## src/dmt_pkg.sv

```systemverilog
/*
 * Shared constants and state types for the dual 16-bit multimode timer:
 * APB register offsets, field positions, mode codes and reset values.
 * Assumes a 32-bit APB with byte addresses and one register per word.
 */
package dmt_pkg;

   localparam int DMT_DATA_W = 32;
   localparam int DMT_ADDR_W = 8;
   localparam int DMT_CNT_W = 16;
   localparam int DMT_PRE_W = 4;

   // Register byte offsets
   localparam logic [7:0] DMT_OFF_TMR_X = 8'h00;
   localparam logic [7:0] DMT_OFF_TMR_Y = 8'h04;
   localparam logic [7:0] DMT_OFF_MODE_X = 8'h08;
   localparam logic [7:0] DMT_OFF_MODE_Y = 8'h0c;
   localparam logic [7:0] DMT_OFF_STOP = 8'h10;
   localparam logic [7:0] DMT_OFF_EDGE = 8'h14;
   localparam logic [7:0] DMT_OFF_REQ1 = 8'h18;
   localparam logic [7:0] DMT_OFF_REQ2 = 8'h1c;

   // Mode register fields
   localparam int DMT_MODE_LATCH_ONLY = 3;
   localparam int DMT_MODE_OUT_LVL = 4;
   localparam int DMT_MODE_TRIG_SEL = 5;

   // Operating mode codes in mode bits 2..0
   localparam logic [2:0] DMT_OP_TIMER = 3'h0;
   localparam logic [2:0] DMT_OP_PULSE = 3'h1;
   localparam logic [2:0] DMT_OP_CYCLE = 3'h2;
   localparam logic [2:0] DMT_OP_WIDTH = 3'h3;
   localparam logic [2:0] DMT_OP_WAVE = 3'h4;
   localparam logic [2:0] DMT_OP_ONESHOT = 3'h5;

   // Count source codes in mode bits 7..6
   localparam logic [1:0] DMT_SRC_DIV2 = 2'h0;
   localparam logic [1:0] DMT_SRC_DIV8 = 2'h1;
   localparam logic [1:0] DMT_SRC_DIV16 = 2'h2;
   localparam logic [1:0] DMT_SRC_PIN = 2'h3;

   // Prescaler terminal values
   localparam logic [0:0] DMT_DIV2_TERM = 1'h1;
   localparam logic [2:0] DMT_DIV8_TERM = 3'h7;
   localparam logic [3:0] DMT_DIV16_TERM = 4'hf;

   // Edge polarity and request register bit bases
   localparam int DMT_EDGE_INT_LSB = 0;
   localparam int DMT_EDGE_CNTR_LSB = 2;
   localparam int DMT_REQ2_INT_LSB = 0;
   localparam int DMT_REQ2_MEAS_LSB = 2;

   // Reset and load values
   localparam logic [1:0] DMT_STOP_RESET = 2'h3;
   localparam logic [15:0] DMT_CNT_ONES = 16'hffff;
   localparam logic [15:0] DMT_CNT_ZERO = 16'h0000;

   typedef struct packed {
      logic [15:0] cnt;
      logic [15:0] latch;
      logic [7:0] mode;
      logic out;
      logic active;
   } dmt_chan_s;

   typedef struct packed {
      dmt_chan_s [1:0] ch;
      logic [1:0] timer_pair_stop_control;
      logic [3:0] edge_polarity_select;
      logic [1:0] interrupt_request_first;
      logic [3:0] interrupt_request_second;
      logic [3:0] presc;
      logic [1:0] cntr_s1;
      logic [1:0] cntr_s2;
      logic [1:0] cntr_s3;
      logic [1:0] irq_s1;
      logic [1:0] irq_s2;
      logic [1:0] irq_s3;
      logic [31:0] prdata;
      logic pslverr;
   } dmt_state_s;

endpackage

```

## src/dmt_timer.sv

```systemverilog
/*
 * Dual 16-bit multimode count-down timer (X and Y) with an APB slave.
 * Modes: timer/event count, pulse output, pulse cycle and pulse width
 * measurement, programmable waveform and programmable one-shot.
 * Assumes: pclk at 10 MHz, counter and trigger pins asynchronous to pclk,
 * a separate interrupt controller reading the request bit outputs.
 */
`timescale 1ns/1ps

module dmt_timer
   import dmt_pkg::*;
(
   input wire logic pclk,
   input wire logic presetn,
   input wire logic psel,
   input wire logic penable,
   input wire logic pwrite,
   input wire logic [DMT_ADDR_W-1:0] paddr,
   input wire logic [DMT_DATA_W-1:0] pwdata,
   output logic [DMT_DATA_W-1:0] prdata,
   output logic pready,
   output logic pslverr,
   input wire logic counter_pin_0_in,
   output logic counter_pin_0_out,
   output logic counter_pin_0_oe,
   input wire logic counter_pin_1_in,
   output logic counter_pin_1_out,
   output logic counter_pin_1_oe,
   input wire logic ext_irq_pin_0,
   input wire logic ext_irq_pin_1,
   output logic [1:0] interrupt_request_first,
   output logic [3:0] interrupt_request_second
);

   // All state of the block lives in one packed struct.
   // The combinational process below builds next_st from st and the
   // inputs; the single clocked process copies it across on each edge.
   // Keeping every field in one place makes reset and capture uniform,
   // at the cost of a wide register that the tools must split again.
   // Field groups:
   //  - per-channel counter, latch, mode, pin level and trigger state
   //  - shared stop, polarity and request registers
   //  - prescaler and the pin synchroniser stages
   //  - APB read data and error flag, prepared in the setup cycle
   dmt_state_s st;
   dmt_state_s next_st;

   ////////////////////////////////////////////////////////////////////////
   // Next-state logic: pins, prescaler, both timers and the register file
   always_comb begin
      logic [1:0] cntr_rise;
      logic [1:0] cntr_fall;
      logic [1:0] irq_rise;
      logic [1:0] irq_fall;
      logic en2;
      logic en8;
      logic en16;
      logic setup;
      logic wr;
      logic [1:0] set1;
      logic [3:0] set2;
      logic [2:0] op;
      logic [2:0] new_op;
      logic run;
      logic cedge;
      logic iedge;
      logic pulse;
      logic gate;
      logic tick;
      logic meas;
      logic int_hit;
      logic start_hit;
      logic done_hit;
      logic hit_ok;
      logic [31:0] rdata;
      cntr_rise = 2'h0;
      cntr_fall = 2'h0;
      irq_rise = 2'h0;
      irq_fall = 2'h0;
      en2 = 1'b0;
      en8 = 1'b0;
      en16 = 1'b0;
      setup = 1'b0;
      wr = 1'b0;
      set1 = 2'h0;
      set2 = 4'h0;
      op = DMT_OP_TIMER;
      new_op = DMT_OP_TIMER;
      run = 1'b0;
      cedge = 1'b0;
      iedge = 1'b0;
      pulse = 1'b0;
      gate = 1'b0;
      tick = 1'b0;
      meas = 1'b0;
      int_hit = 1'b0;
      start_hit = 1'b0;
      done_hit = 1'b0;
      hit_ok = 1'b0;
      rdata = 32'h0000_0000;
      next_st = st;

      // Pins are asynchronous to pclk, so nothing reads stage one but
      // stage two. An edge is seen three clock edges after the pin moves,
      // and a pin level need only stand across one full clock to be seen.
      // Shorter glitches may be missed; that is a limitation to document.
      // Two-stage synchronisers; edges come from stages two and three only
      next_st.cntr_s1 = {counter_pin_1_in, counter_pin_0_in};
      next_st.cntr_s2 = st.cntr_s1;
      next_st.cntr_s3 = st.cntr_s2;
      next_st.irq_s1 = {ext_irq_pin_1, ext_irq_pin_0};
      next_st.irq_s2 = st.irq_s1;
      next_st.irq_s3 = st.irq_s2;
      cntr_rise = st.cntr_s2 & ~st.cntr_s3;
      cntr_fall = ~st.cntr_s2 & st.cntr_s3;
      irq_rise = st.irq_s2 & ~st.irq_s3;
      irq_fall = ~st.irq_s2 & st.irq_s3;

      // One clock only: the slower count rates are enable pulses.
      // The prescaler is not cleared when a timer starts, so the first
      // count after start comes up to one full divider period later.
      // Free-running prescaler; each tap is a one-cycle enable
      next_st.presc = st.presc + 4'h1;
      en2 = (st.presc[0:0] == DMT_DIV2_TERM);
      en8 = (st.presc[2:0] == DMT_DIV8_TERM);
      en16 = (st.presc == DMT_DIV16_TERM);

      setup = psel & ~penable;
      wr = psel & penable & pwrite;

      // The loop runs once per timer; index 0 is timer X, 1 is timer Y.
      // Order inside the loop sets priority between same-cycle events:
      //  1. trigger edges set requests and arm the triggered modes
      //  2. the count pulse decrements or underflows
      //  3. measurement edges overwrite the counter last
      // A capture therefore beats an underflow in the same cycle, so a
      // measurement value is never lost to a coincident reload.
      // Register writes later in the process beat all of these except request setting (a new event wins) and timer writes during a running measurement.
      // Per-timer counting, measurement and output behaviour
      for (int i = 0; i < 2; i++) begin
         op = st.ch[i].mode[2:0];
         run = ~st.timer_pair_stop_control[i];
         cedge = st.edge_polarity_select[DMT_EDGE_CNTR_LSB + i];
         iedge = st.edge_polarity_select[DMT_EDGE_INT_LSB + i];
         meas = (op == DMT_OP_CYCLE) || (op == DMT_OP_WIDTH);
         int_hit = iedge ? irq_rise[i] : irq_fall[i];
         // Count pulse select
         case (st.ch[i].mode[7:6])
            DMT_SRC_DIV2: pulse = en2;
            DMT_SRC_DIV8: pulse = en8;
            DMT_SRC_DIV16: pulse = en16;
            DMT_SRC_PIN: pulse = cedge ? cntr_fall[i] : cntr_rise[i];
            default: pulse = 1'b0;
         endcase
         // Triggered modes count only while a start or shot is in progress
         case (op)
            DMT_OP_WAVE: gate = ~st.ch[i].mode[DMT_MODE_TRIG_SEL] | st.ch[i].active;
            DMT_OP_ONESHOT: gate = st.ch[i].active;
            default: gate = 1'b1;
         endcase
         tick = run & gate & pulse;
         if (!run) begin
            next_st.ch[i].active = 1'b0;
         end
         // Trigger pin edges
         if ((op == DMT_OP_WAVE || op == DMT_OP_ONESHOT) && int_hit) begin
            set2[DMT_REQ2_INT_LSB + i] = 1'b1;
         end
         if (op == DMT_OP_WAVE && st.ch[i].mode[DMT_MODE_TRIG_SEL] && run && int_hit) begin
            next_st.ch[i].active = 1'b1;
         end
         if (op == DMT_OP_ONESHOT && run && int_hit) begin
            next_st.ch[i].active = 1'b1;
            next_st.ch[i].out = ~cedge;
         end
         // Count down and underflow
         if (tick) begin
            if (st.ch[i].cnt == DMT_CNT_ZERO) begin
               set1[i] = 1'b1;
               next_st.ch[i].cnt = meas ? DMT_CNT_ONES : st.ch[i].latch;
               case (op)
                  DMT_OP_PULSE: next_st.ch[i].out = ~st.ch[i].out;
                  DMT_OP_WAVE: next_st.ch[i].out = st.ch[i].mode[DMT_MODE_OUT_LVL];
                  DMT_OP_ONESHOT: begin
                     next_st.ch[i].out = cedge;
                     next_st.ch[i].active = 1'b0;
                  end
                  default: next_st.ch[i].out = st.ch[i].out;
               endcase
            end else begin
               next_st.ch[i].cnt = st.ch[i].cnt - 16'h0001;
            end
         end
         // Measurement edges; a capture edge wins over an underflow
         start_hit = 1'b0;
         done_hit = 1'b0;
         if (op == DMT_OP_CYCLE) begin
            done_hit = cedge ? cntr_rise[i] : cntr_fall[i];
         end else if (op == DMT_OP_WIDTH) begin
            start_hit = cedge ? cntr_fall[i] : cntr_rise[i];
            done_hit = cedge ? cntr_rise[i] : cntr_fall[i];
         end
         if (run && start_hit) begin
            next_st.ch[i].cnt = DMT_CNT_ONES;
         end
         if (run && done_hit) begin
            next_st.ch[i].latch = ~st.ch[i].cnt;
            next_st.ch[i].cnt = DMT_CNT_ONES;
            set2[DMT_REQ2_MEAS_LSB + i] = 1'b1;
         end
      end

      // A write takes effect only at the edge ending the access cycle.
      // Unmapped write addresses fall to the default branch and change
      // nothing; the error flag was already prepared in setup.
      // Latch-only writes leave the counter alone, so a write landing on
      // an underflow edge reloads the old latch value, not the new one.
      // Register writes, taken in the access phase; they win over counting
      if (wr) begin
         case (paddr)
            DMT_OFF_TMR_X, DMT_OFF_TMR_Y: begin
               for (int i = 0; i < 2; i++) begin
                  op = st.ch[i].mode[2:0];
                  run = ~st.timer_pair_stop_control[i];
                  meas = (op == DMT_OP_CYCLE) || (op == DMT_OP_WIDTH);
                  hit_ok = (paddr == (i == 0 ? DMT_OFF_TMR_X : DMT_OFF_TMR_Y));
                  // Running measurement owns the latch; a write would corrupt it
                  if (hit_ok && !(meas && run)) begin
                     next_st.ch[i].latch = pwdata[15:0];
                     if (!st.ch[i].mode[DMT_MODE_LATCH_ONLY]) begin
                        next_st.ch[i].cnt = pwdata[15:0];
                     end
                     if (op == DMT_OP_PULSE && !run) begin
                        next_st.ch[i].out =
                           st.edge_polarity_select[DMT_EDGE_CNTR_LSB + i];
                     end
                  end
               end
            end
            DMT_OFF_MODE_X, DMT_OFF_MODE_Y: begin
               for (int i = 0; i < 2; i++) begin
                  hit_ok = (paddr == (i == 0 ? DMT_OFF_MODE_X : DMT_OFF_MODE_Y));
                  new_op = pwdata[2:0];
                  if (hit_ok) begin
                     next_st.ch[i].mode = pwdata[7:0];
                     next_st.ch[i].active = 1'b0;
                     if (new_op == DMT_OP_ONESHOT) begin
                        next_st.ch[i].out =
                           st.edge_polarity_select[DMT_EDGE_CNTR_LSB + i];
                     end
                  end
               end
            end
            DMT_OFF_STOP: next_st.timer_pair_stop_control = pwdata[1:0];
            DMT_OFF_EDGE: begin
               next_st.edge_polarity_select = pwdata[3:0];
               for (int i = 0; i < 2; i++) begin
                  op = st.ch[i].mode[2:0];
                  run = ~st.timer_pair_stop_control[i];
                  if (op == DMT_OP_PULSE && run && (pwdata[DMT_EDGE_CNTR_LSB + i] !=
                        st.edge_polarity_select[DMT_EDGE_CNTR_LSB + i])) begin
                     next_st.ch[i].out = ~next_st.ch[i].out;
                  end
               end
            end
            default: next_st.pslverr = st.pslverr;
         endcase
      end

      // Writing 1 keeps a bit, so software clears one flag safely
      // without a read-modify-write race against the hardware.
      // An event in the clear cycle wins so no request is ever lost.
      // Request bits: software clears by writing 0, a new event wins
      next_st.interrupt_request_first = ((wr && paddr == DMT_OFF_REQ1) ?
         (st.interrupt_request_first & pwdata[1:0]) : st.interrupt_request_first) | set1;
      next_st.interrupt_request_second = ((wr && paddr == DMT_OFF_REQ2) ?
         (st.interrupt_request_second & pwdata[3:0]) : st.interrupt_request_second) | set2;

      // Registering read data keeps prdata off a long decode path, and
      // lets pready stay high with no wait state.
      // The value read is that of the setup edge, one cycle before the
      // access edge; a count in between is not reflected.
      // Read data and error are prepared in the setup phase
      if (setup) begin
         next_st.pslverr = 1'b0;
         case (paddr)
            DMT_OFF_TMR_X, DMT_OFF_TMR_Y: begin
               for (int i = 0; i < 2; i++) begin
                  op = st.ch[i].mode[2:0];
                  meas = (op == DMT_OP_CYCLE) || (op == DMT_OP_WIDTH);
                  hit_ok = (paddr == (i == 0 ? DMT_OFF_TMR_X : DMT_OFF_TMR_Y));
                  if (hit_ok && !meas) begin
                     rdata = {16'h0000, st.ch[i].cnt};
                  end
               end
            end
            DMT_OFF_MODE_X: rdata = {24'h00_0000, st.ch[0].mode};
            DMT_OFF_MODE_Y: rdata = {24'h00_0000, st.ch[1].mode};
            DMT_OFF_STOP: rdata = {30'h0000_0000, st.timer_pair_stop_control};
            DMT_OFF_EDGE: rdata = {28'h000_0000, st.edge_polarity_select};
            DMT_OFF_REQ1: rdata = {30'h0000_0000, st.interrupt_request_first};
            DMT_OFF_REQ2: rdata = {28'h000_0000, st.interrupt_request_second};
            default: next_st.pslverr = 1'b1;
         endcase
         next_st.prdata = rdata;
      end
   end

   ////////////////////////////////////////////////////////////////////////
   // Reset clears everything except the stop bits, which hold both
   // timers stopped until software has loaded them.
   // State register; constants only under reset
   always_ff @(posedge pclk or negedge presetn) begin
      if (!presetn) begin
         st <= '0;
         st.timer_pair_stop_control <= DMT_STOP_RESET;
      end else begin
         st <= next_st;
      end
   end

   ////////////////////////////////////////////////////////////////////////
   // Pin levels come straight from flip-flops, so they never glitch.
   // The enable follows the mode alone; the stop bit does not release
   // the pin, which would otherwise float between one-shot pulses.
   // Outputs; the pin is driven only in the three output modes
   assign prdata = st.prdata;
   assign pready = 1'b1; // Zero wait states keep the slave simple
   assign pslverr = st.pslverr & psel & penable;
   assign counter_pin_0_out = st.ch[0].out;
   assign counter_pin_1_out = st.ch[1].out;
   assign counter_pin_0_oe = (st.ch[0].mode[2:0] == DMT_OP_PULSE) ||
      (st.ch[0].mode[2:0] == DMT_OP_WAVE) || (st.ch[0].mode[2:0] == DMT_OP_ONESHOT);
   assign counter_pin_1_oe = (st.ch[1].mode[2:0] == DMT_OP_PULSE) ||
      (st.ch[1].mode[2:0] == DMT_OP_WAVE) || (st.ch[1].mode[2:0] == DMT_OP_ONESHOT);
   assign interrupt_request_first = st.interrupt_request_first;
   assign interrupt_request_second = st.interrupt_request_second;

endmodule // dmt_timer

```

## config.mk

```make
export PLATFORM = sky130hd
export DESIGN_NAME = dmt_timer
export DESIGN_NICKNAME = d
export VERILOG_FILES = /design/src/dmt_pkg.sv /design/src/dmt_timer.sv
export SDC_FILE = /design/constraint.sdc
export NUM_CORES = 1
export LEC_CHECK = 0
export ABC_AREA = 0
export BUFFER_PORTS_ARGS = -buffer_cell sky130_fd_sc_hd__buf_2
export CAP_MARGIN = 5
export CORE_MARGIN = 2
export CORE_UTILIZATION = 25
export CTS_BUF_LIST = sky130_fd_sc_hd__clkbuf_8
export CTS_CLUSTER_SIZE = 40
export DETAILED_ROUTE_END_ITERATION = 10
export SLEW_MARGIN = 10
export SYNTH_ARGS = -nofsm -noshare
export SYNTH_HDL_FRONTEND = slang
export SYNTH_SLANG_ARGS = --single-unit
```

## constraint.sdc

```tcl
create_clock -name pclk -period 2.38 [get_ports pclk]
set_input_delay 0.476 -clock pclk [delete_from_list [all_inputs] [get_ports pclk]]
set_output_delay 0.476 -clock pclk [all_outputs]
set_load 0.02 [all_outputs]
```

==> results of run 1 <==
-- power breakdown --
part,switching (W),internal [W],leakage [nW]
registers,0.0000820,0.00229,1.47
logic,0.000460,0.000291,1.97
clock network,0.000862,0.000873,0.195
total,0.00140,0.00345,3.64
-- through the flow --
stage / total power (W) / utilization, % / hold WS [ns] / setup slack (ns) / area (um^2)
after floorplan: 0.00281 / - / 0.180 / 0.102 / 7640
after global placement: 0.00314 / 29.1 / 0.335 / -0.0443 / 8670
after detailed placement: 0.00315 / 29.1 / 0.338 / -0.0360 / 8670
after CTS: 0.00489 / 30.3 / 0.0422 / 0.0235 / 9020
after global routing: 0.00507 / 30.3 / 0.0649 / 0.00277 / 9030
final: 0.00486 / 30.3 / 0.0200 / 0.111 / 9040
-- layout by cell type (no fill, tap or decap), types with 18 or more instances in the layout --
| cell | count |
|---|---|
| dfrtp_1 | 127 |
| nor2_1 | 98 |
| nand2_1 | 95 |
| buf_4 | 91 |
| o21ai_0 | 87 |
| a21oi_1 | 74 |
| buf_2 | 58 |
| inv_1 | 20 |
| nor3_1 | 20 |
| a31oi_1 | 20 |
| clkbuf_8 | 20 |
| nand3_1 | 18 |
| mux2_2 | 18 |
-- path summary, 6_finish.rpt --
check	endpoint	slack, ns	start
max	st[102]$_DFF_PN0_	0.11	st[45]$_DFF_PN0_
min	next_st[36]$_DFF_PN0_	0.02	presetn
max reg2reg	st[102]$_DFF_PN0_	0.11	st[45]$_DFF_PN0_
min reg2reg	next_st[33]$_DFF_PN0_	0.35	next_st[35]$_DFF_PN0_
max in group asynchronous	st[124]$_DFF_PN0_	1.67	presetn
min in group pclk	next_st[41]$_DFF_PN0_	0.13	counter_pin_0_in
-- timing repair --
action / 4_1_cts / 5_1_grt
gates resized for setup: 0 / 4
setup endpoints to repair: 0 / 12
hold buffers: 0 / 0
-- final cells by class --
type                    count  area [um^2]
fillers                  3154        20800
multi-input cells         661         3840
diodes                      1         2.50
clock inverters            10         72.6
inverters                  16         60.1
flip-flops and latches    129         3230
repair buffers            154         1060
clock buffers              20          275
well taps                 390          488
-- cell families (layout without fill, tap and decap cells) --
| logic type | after synthesis | in the layout |
|---|---|---|
| DFF | 129 | 129 |
| buffers and inverters | 112 | 200 |
| muxes | 24 | 24 |
| xor gates and xnor gates | 9 | 9 |
| AOI/OAI and AO/OA | 290 | 290 |
| and+or+nand+nor | 315 | 315 |
| adders and majority gates | 6 | 6 |
| other | 2 | 18 |
-- metal layers --
metal / GRT usage [%] / routed length, um / vias to the layer above
met3: 3.18 / 1520 / 34
met2: 25.7 / 11600 / 250
met4: 5.39 / 467 / 0
met5: 0 / 0 / -
li1: - / - / 3346
met1: 21.0 / 10800 / 3401
-- flip-flops by register name, summed over array words and instances (netlist names) --
signal,flops
st,97
prdata,16
next_st,8
interrupt_request_second,4
interrupt_request_first,2
counter_pin_0_out,1
counter_pin_1_out,1
-- worst max-delay path, delay by kind of cell (launching register included) --
family | cells | cell delay, ns
compound gates | 5 | 1.31
fa+ha+maj | 1 | 0.20
simple gates | 1 | 0.12
flops | 1 | 0.36
buf+inv | 1 | 0.19
==> impl_results.md, run 1 <==
* Post-synthesis xor/xnor area fraction at between 1 and 1.5%
* CTS tree: yes
* H-Tree Depth at 4
* Ranking of synthesized cells by area: dfrtp_1, o21ai_0, nor2_1
* RSZ-0062 raised after global routing: false
* Setup TNS at 0 ns
* CP max-delay cell: a311o_1
* Leakage at approximately 3.6 nW
* GRT Total Usage at around 16%
* Most frequent cell after synthesis: dfrtp_1
* Final antenna-violating net count at 0
* Actual slew at the worst max-slew pin at 0.733 ns
* DRC at 0
* CP Data Required Time at roughly 2.7 ns
* First-pass GRT wire length at roughly 39 mm
* Post-synthesis compound-gate area fraction at 23.9%
* Post-synth top area cell: dfrtp_1
* Max Fclk at 0.441 GHz
* Synth warn at 0
* Post-route minimum period at 2.27 ns
* Total CTS buffers at 17
* Layout cells sized above 1 at 21.6%
* Slew Viols, Final at 0
* Hpwl dp at around 18 mm
* Root buffer cell: clkbuf_8
* Period utilization at between 90% and 100%
* Die area at roughly 0.032 mm^2
* Nets at approximately 1000
* Synth Area in Adders at 0.990%
* Yosys top cell area share at 41.9%
* Yosys reg bits at about 130
* Vias in the first global route at around 7000
* Routed wire length at approximately 24 mm
* Skew final at ~0.012 ns
* Die height at between 150 and 200 um
* Max IR drop VDD at about 330 uV
* Core Area at slightly below 0.03 mm^2
* Post-synth top cells: dfrtp_1, nor2_1, nand2_1, o21ai_0, a21oi_1
* Worst r2r path cells at 8
* Largest net degree at the start of global routing at 66
* Mapped Cells at approximately 900
* Register area share after synthesis at between 40% and 50%
* Mapped Area at between 0.007 and 0.008 mm^2
* Initial drt markers at 545
* Critical Path, Cell by Cell: ha_1 -> a31oi_1 -> a311o_1 -> a211o_1 -> buf_4 -> o41ai_2 -> nand3_1 -> o21a_1
* Clock slew at reported path FFs at around 0.070 ns
* Clock latency on the worst-skew pair at approximately 0.46 ns
* Status: complete, no violations
* Drt pass-1 iters at 5
* Max Cap Viol at 0
* Worst Setup Start Kind: flop
* Vias per cell at between 5 and 6
* Area Growth Syn to Fin at 19.1%
* Crit Path Max Fanout at 7
* CTS max path bufs at 2
* Gr ovfl total at 0
* Worst Setup End Kind: flop
* Power per cell area at approximately 540 mW/mm^2
* DIE WIDTH at between 150 and 200 um
* CTS sink count at between 100 and 150
* Largest family of logic cells by synthesized area: compound AO/OA/AOI/OAI gates
* Fin. Hold Viols at 0
* Port Buffer Count at just under 60
* Worst EP arrival at between 2 and 3 ns
* Avg Inst Size Synth at between 8 and 9 um^2
* EDFF count, synth at 0
* Synth cell types at between 70 and 80
* HP Class: in -> async
* Routability congestion estimate at approximately 0.9
* Worst slew margin at 51.1%
* Drt wl/cell at 17.6 um
* Async SR Flop Fraction at 100%
* Placed insts at approximately 1400
* Ys flop type: dfrtp_1
* # rows at 63
* Post-synthesis simple-gate area fraction at 20.1%
* CP max stage delay at ~0.38 ns
* Multiplexer share of the synthesized area at about 3.5%
* # IOs at between 90 and 100
* Crit path kind: reg -> reg
* Initial antenna violation count at 1
* Post-CTS Setup Bufs at 0
* Final Non-Filler Cells at roughly 1400
* Final Setup Violations at 0
* Via count at approximately 7000
* Initial Util at 25.5%
No activity file was read; power rests on OpenSTA's default activity.
==> run 2, diff against run 1 <==
Settings changed: CAP_MARGIN 5 to unset, CORE_UTILIZATION 25 to 30.
==> run 2 against run 1 <==
Sequential share of layout area grew 0.17 points. Combinational power shrank 3%. Core utilization rose by 5.6 points. Critical endpoint is now st[93]$_DFF_PN0_. Global-route usage up 2.5 points. Clock-buffer cell count fell by 2. Sequential cell count unchanged. Largest power group unchanged. Clock power up 6%. Sequential power is essentially flat. Die area decreased by 16%. Non-clock buffer count fell by 1. Fmax fell by 0.98%. Worst setup slack got worse by 0.023 ns.
==> impl_results.md, run 2 (synthesized netlist as in run 1, its figures left out) <==
* Status: complete, no violations (unchanged)
* Clock slew at reported path FFs at 0.08 ns (was 0.07 ns)
* GRT Total Usage at 18.3% (was 15.8%)
* Hold Path End: next_st[36]$_DFF_PN0_
* Setup ws final at 0.0885 ns (was 0.111 ns)
* Core Area at 0.0250 mm^2 (was 0.0298 mm^2)
* Commonest non-fill, non-tap cell in the layout: dfrtp_1 (unchanged)
* Vias per cell at 5.31 (was 5.09)
* CP Data Required Time at 2.77 ns (was 2.73 ns)
* Pre-CTS worst setup slack at -0.117 ns (was -0.0360 ns)
* Power per cell area at 549 mW/mm^2 (was 538 mW/mm^2)
* Die height at 163 um (was 178 um)
* Worst R2R End: st[93]$_DFF_PN0_ (was st[102]$_DFF_PN0_)
* Max Fclk at 0.436 GHz (was 0.441 GHz)
* Setup TNS at 0 ns (unchanged)
* Final Setup Violations at 0 (unchanged)
* Max IR drop VDD at 266 uV (was 325 uV)
* First-pass GRT wire length at 37.3 mm (was 38.5 mm)
* Worst r2r path cells at 9 (was 8)
* CTS max path bufs at 2 (unchanged)
* DRC at 0 (unchanged)
* Worst Hold Launch: ext_irq_pin_1
* Worst Setup Start Kind: flop (unchanged)
* Port Buffer Count at 59 (unchanged)
* Reg with most FFs: st (unchanged)
* CTS sink count at 129 (unchanged)
* Slew Viols, Final at 0 (unchanged)
* Root buffer cell: clkbuf_8 (unchanged)
* Routed wire length at 24.1 mm (was 24.4 mm)
* # diodes at 0 (was 1)
* Crit Path Max Fanout at 6 (was 7)
* Final antenna-violating net count at 0 (unchanged)
* Fin. Hold Viols at 0 (unchanged)
* Max reg flops at 97 (unchanged)
* # IOs at 93 (unchanged)
* Vias in the first global route at 6547 (was 6812)
* Most frequent cells in the layout: dfrtp_1, nor2_1, nand2_1 (unchanged)
* Skew final at 0.0110 ns (was 0.0121 ns)
* HP Class: in -> reg (was in -> async)
* Initial antenna violation count at 0 (was 1)
* Layout cells sized above 1 at 22.1% (was 21.6%)
* Initial Util at 30.3% (was 25.5%)
* Max Cap Viol at 0 (unchanged)
* Actual slew at the worst max-slew pin at 0.738 ns (was 0.733 ns)
* Drt wl/cell at 18.2 um (was 17.6 um)
* DIE WIDTH at 163 um (was 178 um)
* CTS tree: yes (unchanged)
* Largest net degree at the start of global routing at 55 (was 66)
* Routability congestion estimate at 0.913 (was 0.915)
* Post-route minimum period at 2.29 ns (was 2.27 ns)
* Via count at 7008 (was 7031)
* Worst slew margin at 50.8% (was 51.1%)
* Gr ovfl total at 0 (unchanged)
* # rows at 58 (was 63)
* Area Growth Syn to Fin at 18.6% (was 19.1%)
* Period utilization at 96.3% (was 95.3%)
* H-Tree Depth at 4 (unchanged)
* Die area at 0.0266 mm^2 (was 0.0318 mm^2)
* Drt pass-1 iters at 5 (unchanged)
* Hold path depth at 1
* Initial drt markers at 532 (was 545)
* Hpwl dp at 17.3 mm (was 17.8 mm)
* Worst r2r src: next_st[39]$_DFF_PN0_ (was st[45]$_DFF_PN0_)
* Total CTS buffers at 17 (unchanged)
* Crit path kind: reg -> reg (unchanged)
* Worst Setup End Kind: flop (unchanged)
* Clock latency on the worst-skew pair at 0.46 ns (about the same)
* Leakage at 3.64 nW (about the same)
* Nets at 1033 (was 1034)
* R2R setup slack at 0.09 ns (was 0.11 ns)
* Worst EP arrival at 2.68 ns (was 2.62 ns)
run 2: cell count changes in the layout (fill, tap and decap cells not counted), sizes merged:
| cell | previous run | this run |
|---|---|---|
| buf | 154 | 152 |
| bufinv | 1 | 2 |
| clkbuf | 20 | 18 |
| clkinv | 4 | 5 |
| clkinvlp | 1 | 3 |
| diode | 1 | 0 |
| dlygate4sd3 | 0 | 1 |
run 2: layout make-up:
class / instances / area, um^2
clock buffer: 18 / 248
clock inverter: 14 / 126
fill: 2562 / 16000
inverter: 16 / 60.1
multi-input combinational: 661 / 3870
sequential: 129 / 3230
tap: 330 / 413
timing repair buffer: 153 / 1050
run 2: critical path: stages, from the launching register on:
cell,delay [ns]
dfrtp_1,0.40
buf_4,0.16
nand3b_1,0.18
a311o_1,0.35
buf_4,0.15
a211oi_4,0.32
buf_2,0.26
o21ai_1,0.09
a22o_1,0.19
a21oi_1,0.13
run 2: worst max path at each step:
stage | from | slack [ns] | depth (start not counted) | endpoint
6_report | next_st[39]$_DFF_PN0_ | 0.09 | 9 | st[93]$_DFF_PN0_
5_1_grt | st[87]$_DFF_PN0_ | -0.03 | 10 | counter_pin_0_out$_DFF_PN0_
4_1_cts | st[57]$_DFFE_PN0P_ | 0.03 | 8 | st[98]$_DFF_PN0_
3_5_place_dp | paddr[2] | -0.12 | 7 | counter_pin_0_out$_DFF_PN0_
3_3_place_gp | paddr[2] | -0.06 | 7 | counter_pin_0_out$_DFF_PN0_
2_1_floorplan | paddr[5] | 0.10 | 7 | st[136]$_DFF_PN0_
run 2: metrics by stage:
| stage | std cells | util [%] | power (W) | instance area, um^2 | hold WS (ns) |
|---|---|---|---|---|---|
| after global placement | 1284 | 34.1 | 0.00312 | 8540 | 0.335 |
| after global routing | 1321 | 35.9 | 0.00516 | 8990 | 0.0972 |
| after floorplan | 902 | - | 0.00281 | 7640 | 0.180 |
| after detailed placement | 1284 | 34.1 | 0.00314 | 8540 | 0.335 |
| final | 1321 | 35.9 | 0.00494 | 8990 | 0.121 |
| after CTS | 1317 | 35.7 | 0.00496 | 8930 | 0.0939 |
run 2: per-layer routing:
layer,share of wire [%],GRT usage [%],vias up
li1,-,-,3351
met1,46,25.5,3418
met2,46,29.1,213
met3,5.7,3.53,26
met4,2.0,4.95,0
met5,0,0,-
run 2: where the power goes:
part	switching (W)	internal [W]	leakage, nW	total [W]
combinational	0.000448	0.000285	1.97	0.000732
sequential	0.0000895	0.00229	1.47	0.00238
clock	0.000897	0.000934	0.199	0.00183
run 2: what timing repair did:
item / CTS / global route
resized for setup: 2 / 11
setup endpoints to repair: 3 / 18
cloned: 0 / 1
buffers inserted: 0 / 3
pin swaps: 1 / 4
hold buffers: 1 / 0
endpoints found under the hold margin: 26 / 0
